<file path="src/design/console_pkg.sv">
/*
 * Shared constants, carriers and byte-order helpers of the console port
 * controller. Assumes a single 100 MHz clock domain for all users.
 */
package console_pkg;

	localparam int NPORTS  = 8;
	localparam int PORT_W  = 3;
	localparam int QUEUE_W = 5;

	// ************************************************************
	// register offsets
	// ************************************************************
	localparam logic [7:0] OFS_COLS    = 8'h00;
	localparam logic [7:0] OFS_ROWS    = 8'h04;
	localparam logic [7:0] OFS_LIMIT   = 8'h08;
	localparam logic [7:0] OFS_URGENT  = 8'h0c;
	localparam logic [7:0] OFS_FEAT    = 8'h10;
	localparam logic [7:0] OFS_ACK     = 8'h14;
	localparam logic [7:0] OFS_MODE    = 8'h18;
	localparam logic [7:0] OFS_EXIST   = 8'h1c;
	localparam logic [7:0] OFS_OPEN    = 8'h20;
	localparam logic [7:0] OFS_STAT    = 8'h24;
	localparam logic [7:0] OFS_PORT_OK = 8'h28;

	// ************************************************************
	// fields and reset values
	// ************************************************************
	localparam int FEAT_SIZE   = 0;
	localparam int FEAT_MULTI  = 1;
	localparam int FEAT_URGENT = 2;
	localparam logic [2:0] FEAT_OFFER = 3'h7;
	localparam int MODE_LEGACY = 0;
	localparam int MODE_BIG    = 1;
	localparam int STAT_READY  = 0;
	localparam int STAT_FAIL   = 1;
	localparam int STAT_DROP   = 2;
	localparam logic [15:0] COLS_RST   = 16'h0050;
	localparam logic [15:0] ROWS_RST   = 16'h0018;
	localparam logic [31:0] PORT_LIMIT = 32'h0000_0008;

	// ************************************************************
	// control events and message lengths
	// ************************************************************
	localparam logic [15:0] EV_DRV_READY  = 16'h0000;
	localparam logic [15:0] EV_ADD        = 16'h0001;
	localparam logic [15:0] EV_REMOVE     = 16'h0002;
	localparam logic [15:0] EV_PORT_READY = 16'h0003;
	localparam logic [15:0] EV_CONSOLE    = 16'h0004;
	localparam logic [15:0] EV_RESIZE     = 16'h0005;
	localparam logic [15:0] EV_OPEN       = 16'h0006;
	localparam logic [15:0] EV_NAME       = 16'h0007;
	localparam logic [3:0]  HDR_BYTES     = 4'h8;
	localparam logic [3:0]  RESIZE_BYTES  = 4'hc;

	typedef enum logic [2:0] {
		op_add, op_remove, op_console, op_resize, op_open, op_name
	} cmd_op_type;

	typedef enum logic [1:0] {tx_idle, tx_hdr, tx_name} tx_state_type;

	typedef struct packed {
		cmd_op_type          op;
		logic [PORT_W-1:0]   port;
		logic                open;
	} cmd_type;

	typedef struct packed {
		logic [31:0] port;
		logic [15:0] ev;
		logic [15:0] value;
	} ctrl_msg_type;

	typedef struct packed {logic [7:0] data; logic last;} beat_type;
	typedef struct packed {
		logic [QUEUE_W-1:0] queue;
		logic [7:0]         data;
	} qbyte_type;
	typedef struct packed {
		logic [PORT_W-1:0] port;
		logic [7:0]        data;
	} pbyte_type;
	typedef struct packed {logic [15:0] cols; logic [15:0] rows;} size_type;
	typedef struct packed {
		logic [7:0]  addr;
		logic [31:0] wdata;
		logic        we;
		logic        re;
	} reg_req_type;

	typedef struct packed {
		size_type          size;
		logic [2:0]        ack;
		logic [1:0]        mode;
		logic [NPORTS-1:0] exist;
		logic [NPORTS-1:0] opened;
		logic [NPORTS-1:0] port_ok;
		logic              drv_ready;
		logic              drv_fail;
		logic              dropped;
		logic [31:0]       rdata;
		logic [7:0]        urgent;
		logic              urgent_v;
		logic              cfg_chg;
		logic              cmd_err;
		tx_state_type      tx_st;
		logic [95:0]       tx_sh;
		logic [3:0]        tx_left;
		logic              name_after;
		beat_type          out;
		logic              out_v;
		logic [63:0]       rx_sh;
		logic [3:0]        rx_cnt;
		logic              rx_full;
		qbyte_type         rxq;
		logic              rxq_v;
		pbyte_type         txp;
		logic              txp_v;
	} state_type;

	function automatic logic [15:0] fix16(logic [15:0] x, logic be);
		return be ? {x[7:0], x[15:8]} : x;
	endfunction

	function automatic logic [31:0] fix32(logic [31:0] x, logic be);
		return be ? {x[7:0], x[15:8], x[23:16], x[31:24]} : x;
	endfunction

	function automatic logic [QUEUE_W-1:0] q_rx(logic [PORT_W-1:0] p);
		return (p == '0) ? '0 : QUEUE_W'({p, 1'b0}) + QUEUE_W'(2);
	endfunction

endpackage

</file>
<file path="src/design/console_port_control.sv">
/*
 * Console port controller: configuration registers, control message
 * exchange with the guest driver and per-port character steering.
 * Assumes queue transport is done elsewhere and that all strobes and
 * streams are synchronous to clk_sys_i.
 */
`timescale 1ns/1ps
module console_port_control (
	input  wire logic                           clk_sys_i,
	input  wire logic                           nrst_i,
	input  wire console_pkg::reg_req_type       reg_i,
	output logic [31:0]                         rdata_o,
	input  wire console_pkg::size_type          size_i,
	input  wire logic                           size_upd_i,
	input  wire console_pkg::cmd_type           cmd_i,
	input  wire logic                           cmd_valid_i,
	output logic                                cmd_ready_o,
	output logic                                cmd_err_o,
	input  wire console_pkg::beat_type          name_i,
	input  wire logic                           name_valid_i,
	output logic                                name_ready_o,
	output console_pkg::beat_type               ctrl_out_o,
	output logic                                ctrl_out_valid_o,
	input  wire logic                           ctrl_out_ready_i,
	input  wire console_pkg::beat_type          ctrl_in_i,
	input  wire logic                           ctrl_in_valid_i,
	output logic                                ctrl_in_ready_o,
	input  wire console_pkg::pbyte_type         char_in_i,
	input  wire logic                           char_in_valid_i,
	output logic                                char_in_ready_o,
	output console_pkg::qbyte_type              rxq_o,
	output logic                                rxq_valid_o,
	input  wire logic                           rxq_ready_i,
	input  wire console_pkg::qbyte_type         txq_i,
	input  wire logic                           txq_valid_i,
	output logic                                txq_ready_o,
	output console_pkg::pbyte_type              char_out_o,
	output logic                                char_out_valid_o,
	input  wire logic                           char_out_ready_i,
	output logic [7:0]                          urgent_byte_o,
	output logic                                urgent_valid_o,
	output logic                                cfg_change_o,
	output logic [2:0]                          features_o,
	output logic [console_pkg::NPORTS-1:0]      port_exists_o,
	output logic [console_pkg::NPORTS-1:0]      port_open_o
);
	import console_pkg::*;

	state_type          q;
	state_type          d;
	logic               be;
	logic               multi;
	logic               take;
	logic               cmd_fire;
	logic               cmd_legal;
	logic               in_legal;
	logic               out_legal;
	logic [QUEUE_W-1:0] map_rxq;
	logic [PORT_W-1:0]  map_port;
	logic               map_data;
	ctrl_msg_type       msg;
	logic               known;
	logic [PORT_W-1:0]  mport;
	logic               mport_ok;
	ctrl_msg_type       out_msg;
	logic [63:0]        out_wire;
	logic [31:0]        tail;

	// ************************************************************
	// helpers
	// ************************************************************
	queue_map u_map (
		.port_i     (char_in_i.port),
		.queue_i    (txq_i.queue),
		.rx_queue_o (map_rxq),
		.tx_port_o  (map_port),
		.tx_data_o  (map_data)
	);

	ctrl_decode u_dec (
		.raw_i   (q.rx_sh),
		.be_i    (be),
		.msg_o   (msg),
		.known_o (known)
	);

	assign be    = q.mode[MODE_LEGACY] & q.mode[MODE_BIG];
	assign multi = q.ack[FEAT_MULTI];
	assign take  = !q.out_v || ctrl_out_ready_i;

	assign mport    = msg.port[PORT_W-1:0];
	assign mport_ok = (msg.port < PORT_LIMIT) && q.exist[mport];

	// announcements are refused with cmd_err until the driver is ready so none is lost before it listens
	always_comb begin
		if (!(multi && q.drv_ready)) begin
			cmd_legal = 1'b0;
		end else if (cmd_i.op == op_add) begin
			cmd_legal = !q.exist[cmd_i.port];
		end else begin
			cmd_legal = q.exist[cmd_i.port];
		end
	end

	always_comb begin
		out_msg.port  = 32'(cmd_i.port);
		out_msg.value = 16'h0000;
		unique case (cmd_i.op)
			op_add:     out_msg.ev = EV_ADD;
			op_remove:  out_msg.ev = EV_REMOVE;
			op_console: out_msg.ev = EV_CONSOLE;
			op_resize:  out_msg.ev = EV_RESIZE;
			op_open: begin
				out_msg.ev    = EV_OPEN;
				out_msg.value = {15'h0000, cmd_i.open};
			end
			default:    out_msg.ev = EV_NAME;
		endcase
	end

	assign out_wire = {fix16(out_msg.value, be), fix16(out_msg.ev, be),
		fix32(out_msg.port, be)};
	assign tail = {fix16(q.size.rows, be), fix16(q.size.cols, be)};

	assign in_legal  = char_in_i.port == '0 ||
		(multi && q.exist[char_in_i.port]);
	assign out_legal = map_data &&
		(map_port == '0 || (multi && q.exist[map_port]));

	assign cmd_ready_o     = (q.tx_st == tx_idle) && take;
	assign cmd_fire        = cmd_valid_i && cmd_ready_o;
	assign name_ready_o    = (q.tx_st == tx_name) && take;
	assign ctrl_in_ready_o = !q.rx_full;
	assign char_in_ready_o = !q.rxq_v || rxq_ready_i;
	assign txq_ready_o     = !q.txp_v || char_out_ready_i;

	// ************************************************************
	// next state
	// ************************************************************
	always_comb begin
		d          = q;
		d.urgent_v = 1'b0;
		d.cfg_chg  = 1'b0;
		d.cmd_err  = 1'b0;
		d.rdata    = 32'h0000_0000;

		// read data stand only in the cycle after the strobe
		if (reg_i.re) begin
			unique case (reg_i.addr)
				OFS_COLS:    d.rdata = {16'h0000, fix16(q.size.cols, be)};
				OFS_ROWS:    d.rdata = {16'h0000, fix16(q.size.rows, be)};
				OFS_LIMIT:   d.rdata = fix32(PORT_LIMIT, be);
				OFS_FEAT:    d.rdata = 32'(FEAT_OFFER);
				OFS_ACK:     d.rdata = 32'(q.ack);
				OFS_MODE:    d.rdata = 32'(q.mode);
				OFS_EXIST:   d.rdata = 32'(q.exist);
				OFS_OPEN:    d.rdata = 32'(q.opened);
				OFS_PORT_OK: d.rdata = 32'(q.port_ok);
				OFS_STAT:    d.rdata = {29'h0, q.dropped, q.drv_fail,
					q.drv_ready};
				default:     d.rdata = 32'h0000_0000;
			endcase
		end

		if (reg_i.we) begin
			unique case (reg_i.addr)
				OFS_URGENT: begin
					// no gate on features or queues: must work on a dead guest
					d.urgent   = reg_i.wdata[7:0];
					d.urgent_v = 1'b1;
				end
				OFS_ACK:  d.ack  = reg_i.wdata[2:0] & FEAT_OFFER;
				OFS_MODE: d.mode = reg_i.wdata[1:0];
				OFS_STAT: begin
					// write one to clear; hardware sets below win
					d.drv_ready = q.drv_ready & ~reg_i.wdata[STAT_READY];
					d.drv_fail  = q.drv_fail & ~reg_i.wdata[STAT_FAIL];
					d.dropped   = q.dropped & ~reg_i.wdata[STAT_DROP];
				end
				default: ;
			endcase
		end

		if (size_upd_i) begin
			d.size    = size_i;
			d.cfg_chg = q.ack[FEAT_SIZE];
		end

		// ************************************************************
		// character steering
		// ************************************************************
		if (q.rxq_v && rxq_ready_i) begin
			d.rxq_v = 1'b0;
		end
		if (char_in_valid_i && char_in_ready_o) begin
			if (in_legal) begin
				d.rxq_v      = 1'b1;
				d.rxq.queue  = map_rxq;
				d.rxq.data   = char_in_i.data;
			end else begin
				d.dropped = 1'b1;
			end
		end

		if (q.txp_v && char_out_ready_i) begin
			d.txp_v = 1'b0;
		end
		if (txq_valid_i && txq_ready_o) begin
			if (out_legal) begin
				d.txp_v      = 1'b1;
				d.txp.port   = map_port;
				d.txp.data   = txq_i.data;
			end else begin
				d.dropped = 1'b1;
			end
		end

		// ************************************************************
		// control transmit queue: driver to device
		// ************************************************************
		if (ctrl_in_valid_i && ctrl_in_ready_o) begin
			// bytes past the header are ignored up to the last one
			if (q.rx_cnt < HDR_BYTES) begin
				d.rx_sh[8*q.rx_cnt +: 8] = ctrl_in_i.data;
				d.rx_cnt = q.rx_cnt + 4'h1;
			end
			if (ctrl_in_i.last) begin
				d.rx_cnt  = 4'h0;
				d.rx_full = q.rx_cnt >= HDR_BYTES - 4'h1;
			end
		end

		if (q.rx_full) begin
			d.rx_full = 1'b0;
			if (!multi || !known) begin
				d.dropped = 1'b1;
			end else begin
				unique case (msg.ev)
					EV_DRV_READY: begin
						// port number deliberately not looked at
						if (msg.value == 16'h0001) begin
							d.drv_ready = 1'b1;
						end else begin
							d.drv_fail = 1'b1;
						end
					end
					EV_PORT_READY: begin
						if (mport_ok) begin
							d.port_ok[mport] = msg.value == 16'h0001;
						end else begin
							d.dropped = 1'b1;
						end
					end
					EV_OPEN: begin
						if (mport_ok) begin
							d.opened[mport] = msg.value == 16'h0001;
						end else begin
							d.dropped = 1'b1;
						end
					end
					default: d.dropped = 1'b1;
				endcase
			end
		end

		// ************************************************************
		// control receive queue: device to driver
		// ************************************************************
		if (q.out_v && ctrl_out_ready_i) begin
			d.out_v = 1'b0;
		end

		unique case (q.tx_st)
			tx_idle: begin
				if (cmd_fire && !cmd_legal) begin
					d.cmd_err = 1'b1;
				end else if (cmd_fire) begin
					d.out.data     = out_wire[7:0];
					d.out.last     = 1'b0;
					d.out_v        = 1'b1;
					d.tx_sh        = {8'h00, tail, out_wire[63:8]};
					d.tx_left      = (cmd_i.op == op_resize) ?
						RESIZE_BYTES - 4'h1 : HDR_BYTES - 4'h1;
					d.name_after   = cmd_i.op == op_name;
					d.tx_st        = tx_hdr;
					if (cmd_i.op == op_add) begin
						d.exist[cmd_i.port]   = 1'b1;
						d.port_ok[cmd_i.port] = 1'b0;
					end
					if (cmd_i.op == op_remove) begin
						d.exist[cmd_i.port]   = 1'b0;
						d.opened[cmd_i.port]  = 1'b0;
						d.port_ok[cmd_i.port] = 1'b0;
					end
				end
			end
			tx_hdr: begin
				if (take) begin
					d.out.data = q.tx_sh[7:0];
					d.out.last = q.tx_left == 4'h1 && !q.name_after;
					d.out_v    = 1'b1;
					d.tx_sh    = {8'h00, q.tx_sh[95:8]};
					d.tx_left  = q.tx_left - 4'h1;
					if (q.tx_left == 4'h1) begin
						d.tx_st = q.name_after ? tx_name : tx_idle;
					end
				end
			end
			tx_name: begin
				// name bytes pass as given; no zero is appended
				if (name_valid_i && name_ready_o) begin
					d.out   = name_i;
					d.out_v = 1'b1;
					if (name_i.last) begin
						d.tx_st = tx_idle;
					end
				end
			end
			default: d.tx_st = tx_idle;
		endcase
	end

	always_ff @(posedge clk_sys_i or negedge nrst_i) begin
		if (!nrst_i) begin
			q           <= '0;
			q.size.cols <= COLS_RST;
			q.size.rows <= ROWS_RST;
		end else begin
			q <= d;
		end
	end

	// ************************************************************
	// outputs
	// ************************************************************
	assign rdata_o          = q.rdata;
	assign cmd_err_o        = q.cmd_err;
	assign ctrl_out_o       = q.out;
	assign ctrl_out_valid_o = q.out_v;
	assign rxq_o            = q.rxq;
	assign rxq_valid_o      = q.rxq_v;
	assign char_out_o       = q.txp;
	assign char_out_valid_o = q.txp_v;
	assign urgent_byte_o    = q.urgent;
	assign urgent_valid_o   = q.urgent_v;
	assign cfg_change_o     = q.cfg_chg;
	assign features_o       = q.ack;
	assign port_exists_o    = q.exist;
	assign port_open_o      = q.opened;
endmodule // console_port_control

</file>
<file path="src/design/queue_map.sv">
/*
 * Port to queue index translation, both directions.
 * Assumes queue indices wider than any legal index are simply unmapped.
 */
`timescale 1ns/1ps
module queue_map (
	input  wire logic [console_pkg::PORT_W-1:0]  port_i,
	input  wire logic [console_pkg::QUEUE_W-1:0] queue_i,
	output logic [console_pkg::QUEUE_W-1:0]      rx_queue_o,
	output logic [console_pkg::PORT_W-1:0]       tx_port_o,
	output logic                                 tx_data_o
);
	import console_pkg::*;

	logic [QUEUE_W-1:0] off;

	assign rx_queue_o = q_rx(port_i);
	assign off        = queue_i - QUEUE_W'(3);
	// queue 1 is port 0; odd queues 5 to 17 are ports 1 to 7
	assign tx_port_o  = (queue_i == QUEUE_W'(1)) ? '0 : off[PORT_W:1];
	assign tx_data_o  = (queue_i == QUEUE_W'(1)) ||
		(queue_i[0] && queue_i >= QUEUE_W'(5) &&
		off[QUEUE_W-1:PORT_W+1] == '0);
endmodule // queue_map

</file>
<file path="src/design/ctrl_decode.sv">
/*
 * Unpacks an eight-byte control message in wire order.
 * Assumes byte 0 of the message sits in raw_i[7:0].
 */
`timescale 1ns/1ps
module ctrl_decode (
	input  wire logic [63:0]        raw_i,
	input  wire logic               be_i,
	output console_pkg::ctrl_msg_type msg_o,
	output logic                    known_o
);
	import console_pkg::*;

	assign msg_o.port  = fix32(raw_i[31:0], be_i);
	assign msg_o.ev    = fix16(raw_i[47:32], be_i);
	assign msg_o.value = fix16(raw_i[63:48], be_i);
	assign known_o     = msg_o.ev <= EV_NAME;
endmodule // ctrl_decode

</file>
<file path="config.mk">
export PLATFORM = sky130hd
export DESIGN_NAME = console_port_control
export DESIGN_NICKNAME = d
export VERILOG_FILES = /design/src/design/console_pkg.sv /design/src/design/console_port_control.sv /design/src/design/queue_map.sv /design/src/design/ctrl_decode.sv
export SDC_FILE = /design/constraint.sdc
export NUM_CORES = 1
export LEC_CHECK = 0
export BUFFER_PORTS_ARGS = -buffer_cell sky130_fd_sc_hd__buf_4
export CAP_MARGIN = 10
export CORE_UTILIZATION = 40
export CTS_CLUSTER_DIAMETER = 150
export DETAILED_ROUTE_END_ITERATION = 10
export GPL_TIMING_DRIVEN = 0
export PLACE_DENSITY = 0.57
export SYNTH_ARGS = -nofsm -noshare
export SYNTH_HDL_FRONTEND = slang
export SYNTH_SLANG_ARGS = --single-unit
</file>
<file path="constraint.sdc">
create_clock -name clk_sys_i -period 5.3 [get_ports clk_sys_i]
set_input_delay 1.06 -clock clk_sys_i [delete_from_list [all_inputs] [get_ports clk_sys_i]]
set_output_delay 1.06 -clock clk_sys_i [all_outputs]
set_load 0.005 [all_outputs]
</file>
### Yosys cells after proc, flatten, opt, wreduce, memory -nomap -nowiden

Index checks and enable logic that the tools add are counted.

* register bits: 315
* output and inout port bits: 103
* word-level logic and storage cells: 244

* add/sub/neg operators: 5
* order comparisons: 11
* equal/unequal tests: 28
* shift-type cells: 2
* mux-type cells: 91
* bitwise logic cells: 15
* reduce and logical (&&, ||, !) cells: 61

Operator list (count)
* 28-bit case mux with 10 select lines: 1
* 113-bit 2-to-1 mux: 2
* 100-bit case mux with 2 select lines: 1
* 16-bit 2-to-1 mux: 9
* 102-bit 2-to-1 mux: 1
* 8-bit 2-to-1 mux: 12
* 64-bit bitwise mux: 1
* 8-bit by 34-bit variable shift with 64-bit output, first input constant: 1
* 8-bit by 34-bit variable part select with 64-bit output: 1
* 28-bit 2-to-1 mux: 2
* 7-bit negator with 34-bit output: 1
* 8-bit bitwise AND: 4
* 8-bit by 5-bit == test with 1-bit output, second input constant: 4
* 32-bit by 4-bit less-than comparator with 1-bit output, second input constant: 1
* 32-bit 2-to-1 mux: 1
* 1-bit 2-to-1 mux: 31
* 10-bit case mux with 3 select lines: 1
* 27-bit 2-to-1 mux: 1
* 8-bit by 6-bit == test with 1-bit output, second input constant: 3
* 24-bit 2-to-1 mux: 1
* 1-bit logical AND: 21
* 10-bit 2-to-1 mux: 2
* 19-bit 2-to-1 mux: 1
* 18-bit 2-to-1 mux: 1
* 52 further kinds: 109

### Longest topological paths before layout

* depth after elaboration: 23
* depth in mapped cells: 12
* mapped depth without buffers: 8

### Cells and area by module

From an unflattened synthesis, not the netlist that was laid out.

* cells, all modules: 1529
* area total of the unflattened synthesis: 15421.0 um2

Modules (own cells, without submodules)
* console_port_control: instances 1, cells an instance 1420, area each 14396.3 um2
* ctrl_decode: instances 1, cells an instance 79, area each 819.5 um2
* queue_map: instances 1, cells an instance 30, area each 205.2 um2

### Least setup slack after synthesis

No wires, ideal clock.

* kind: input port to flip-flop
* start point: in cmd_i[3] in the netlist's numbering
* end point: reg q[173] in the netlist's numbering
* library setup time: 126 ps
* arrival time: 3088 ps
* data required time: 5174 ps
* slack: 2086 ps
* stages on the path: 8
* cells stage by stage: buf_6 mux2_1 mux4_2 nor4_4 a211oi_4 buf_6 buf_2 a221o_1

* word-level cells in the longest chain between the ends: 9

RTL lines
* start: declaration: line console_port_control.sv:15 `input wire console_pkg::cmd_type cmd_i,`
* 1-bit binary-select mux with 3-bit select (*): line console_port_control.sv:99, console_port_control.sv:101
* 1-bit 2-to-1 mux (not written as such) (*): line console_port_control.sv:99, console_port_control.sv:101
* 1-bit logical NOT: line console_port_control.sv:99 `cmd_legal = !q.exist[cmd_i.port];`
* 1-bit 2-to-1 mux (*): line console_port_control.sv:98 `end else if (cmd_i.op == op_add) begin`
* 1-bit 2-to-1 mux (*): line console_port_control.sv:96 `if (!(multi && q.drv_ready)) begin`
* 1-bit logical NOT (*): line console_port_control.sv:275 `if (cmd_fire && !cmd_legal) begin`
* 1-bit logical AND (*): line console_port_control.sv:275
* 2-bit != test (no line) (*)
* 4-bit AND reduction (no line) (*)
* end: declaration: line console_port_control.sv:49 `state_type q;`

Mark *: on every way between the ends. The rest lies on a longest branch, timed or not. The select of a mux whose other input is x is not followed.
A chain may end at the register's enable or synchronous reset.

### Worst setup path after layout

* start point: reg q[27] in the netlist's numbering
* end point: reg q[32] in the netlist's numbering

* word-level cells in the longest chain between the ends: 3

RTL lines
* 7-bit negator with 34-bit output: line console_port_control.sv:224 `d.rx_sh[8*q.rx_cnt +: 8] = ctrl_in_i.data;`
* 8-bit by 34-bit variable part select with 64-bit output / 8-bit by 34-bit variable shift with 64-bit output (equally long branches): line console_port_control.sv:224
* 64-bit bitwise mux: line console_port_control.sv:224

Parallel ways exist; a longest one is shown, timed or not.

==> flow_summary.toml <==
[sta]
finalSetupTns_ns = 0
slew_headroom_pct = 23.8
period_minus_slack_ns = 3.83
skew_ns = 0.0156
maxSlewViolCount = 0
rsz0062_at_grt = "false"
period_share_pct = 72.3
hold_viol = 0
tightest_slew_ns = 1.13
fmax_mhz = 261
final-setup-viol-count = 0

[critical_path]
end_kind = "flop"
critPathLaunchType = "flop"
r2r-start = "q[27]"
crit_fanout = 10
crit_type = "reg2reg"
r2r_setup_slack_ns = 1.47
crit_arrival_ns = 4.26
cp.required_ns = 5.73
r2r_end = "q[32]"
r2r_cells = 10

[yosys]
ys.flop_type = "dfrtp_1"
synth_cells = 1461
syn_avg_cell_area_um2 = 10.0
synth-seq-area-share_pct = 49.9
yosys.area.top_type = "dfrtp_1"
yosys_warnings = 0
yosysTopAreaCellShare_pct = 49.2
synth_cell_types = 75
async_flop_share_pct = 100
synth-edff-count = 0
synthTopCellsByArea = "dfrtp_1 49%, nand2_1 6.3%, mux2_2 5.8%"
synthesis.area_um2 = 14600
synth-seq-cells = 291

[placed_design]
port_buffers = 191
hpwl_um = 30500
globalplace.congestion = 0.853
dp.cells = 2130

[die]
dieArea_um2 = 37300
fp.dieH_um = 193
pin_count = 237
rows = 69
die_w_um = 193
initial_core_util_pct = 40.9
core-area_um2 = 35700

[drt]
dr.pass1.iters = 8
drc_errors = 18
drt_iter0_drc = 934
wirelength_um = 41200
num_vias = 11686
post_drt_wl_per_cell_um = 18.8
ant_nets = 0
viasPerCell = 5.33

[min_path]
worstHoldPathType = "reg2reg"
min_from = "q[68]"
hold_path_end = "q[68]"
hold_depth = 2

[pwr]
ir_drop_mv = 0.277
powerDensity_nw_per_um2 = 383
power.leakage_nw = 8.03

[cells_and_area]
final_common_cell = "dfrtp_1"
antenna_cells = 0
final_cells = 2193
utilization_pct = 50.0
n_fill_cell = 3446
final_cell_mix = "287 x dfrtp_1, 285 x buf_4, 247 x nand2_1"
area_growth_pct = 22.3
drive_gt1_share_pct = 27.0
finalNetCount = 1852

[clock_network]
htreeDepth = 2
cts-buffers-inserted = 35
clkSlewWorstSetupHoldPaths_ns = 0.06
cts-root-buf = "clkbuf_16"
cts_setup_buffers = 0
cts_tree = "done"
clk_path_buf_depth = 3
clkLatencyLatePin_ns = 0.52
clkSinkCount = 291
holdBufCountCts = 0
post_cts_resized = 0

[status]
violations = "design-rule violations"
status = "complete, but fails checks"

[global_route]
grt_pass1_vias = 11203
grt_max_degree = 121
grt_pass1_wl_um = 63400
grt_use_total_pct = 22.0
gr-total-overflow = 0
antenna_found_initial = 2

[flow_run]
max_cap_violations = 0
[sequential cells by signal, indices dropped and copies added, names as in the netlist]
name	cells
cmd_err_o	1
rxq_valid_o	1
q	209
rxq_o	12
urgent_valid_o	1
char_out_o	11
urgent_byte_o	8
cfg_change_o	1
char_out_valid_o	1
ctrl_out_o	9
port_open_o	8
features_o	3
port_exists_o	8
ctrl_out_valid_o	1
rdata_o	17
[final cells by class]
| class | instances | area, µm² | area share, % |
|---|---|---|---|
| flip-flops and latches | 291 | 7290 | 40.8 |
| multi-input cells | 976 | 6170 | 34.5 |
| repair buffers | 194 | 1500 | 8.42 |
| plain buffers | 171 | 1060 | 5.95 |
| clock buffers | 54 | 1020 | 5.69 |
| well taps | 461 | 577 | 3.23 |
| inverters | 38 | 143 | 0.798 |
| clock inverters | 8 | 105 | 0.588 |
[worst max-delay path by stage]
| stage | startpoint | to | slack, ns |
|---|---|---|---|
| 3_3_place_gp | nrst_i | char_out_o[1] | 0.55 |
| 2_1_floorplan | cmd_i[3] | q[173] | 2.09 |
| 6_report | q[27] | q[32] | 1.47 |
| 4_1_cts | q[27] | q[32] | 1.59 |
| 3_5_place_dp | q[27] | q[32] | 1.59 |
| 5_1_grt | q[27] | q[32] | 1.20 |
[worst max-delay path, cell delays in order, from the launching register on]
cell,delay (ns)
dfrtp_1,0.45
clkbuf_1,0.39
inv_1,0.09
ha_1,0.30
clkbuf_1,0.22
nor3_1,0.93
and3_1,0.30
clkbuf_1,0.35
clkbuf_1,0.44
nand3_1,0.17
o21ai_0,0.11
[kinds of logic (layout without fill, tap and decap cells)]
logic type	Yosys count	in the layout	synth area share [%]
muxes	138	138	10.5
buffers and inverters	209	465	8.26
xor gates and xnor gates	7	7	0.420
adders and majority gates	11	11	0.942
AOI/OAI and AO/OA	295	295	13.5
and+or+nand+nor	509	509	16.4
other	1	16	0.0257
DFF	291	291	49.9
[synth_stat cells (6+ instances only)]
cell type	instances
ha_1	11
mux2_2	75
o22a_1	8
buf_6	6
and2_1	12
buf_2	15
nor4_1	29
a31oi_1	11
nand3_1	34
o21ai_1	23
a32oi_1	11
nor2b_1	16
o21ai_2	11
a22oi_1	9
a221oi_1	8
nand4_1	7
a21oi_1	32
inv_1	37
buf_4	95
o31ai_1	15
o21ai_0	96
clkbuf_1	51
dfrtp_1	287
mux2i_1	56
o22ai_1	9
nand2b_1	11
a221o_1	27
nor3_1	27
and3_1	6
nor2_1	78
nand2_1	247
nand3b_1	6
[stage by stage]
stage               worst slack (ns)  power [mW]  area, µm²  hold WS (ns)
CTS                             1.59        6.90      17900         0.480
floorplan                       2.09        3.94      14700         0.441
global placement               0.549        4.48      16700         0.456
global route                    1.20        7.23      17900         0.496
detailed placement              1.59        4.53      16700         0.467
finish                          1.47        6.85      17900         0.475
[routing by layer]
layer | share of wire (%) | vias to the layer above | global-route usage [%]
li1 | - | 5572 | -
met1 | 47 | 5662 | 32.6
met2 | 44 | 396 | 33.3
met3 | 6.9 | 56 | 3.20
met4 | 2.2 | 0 | 6.37
met5 | 0 | - | 0
[where the power goes]
part | internal, mW | switching (mW) | leakage (nW)
logic | 0.743 | 0.739 | 3.84
clock network | 1.42 | 0.932 | 0.550
registers | 2.71 | 0.300 | 3.64
Note: power is estimated with default switching activity, not from simulation.
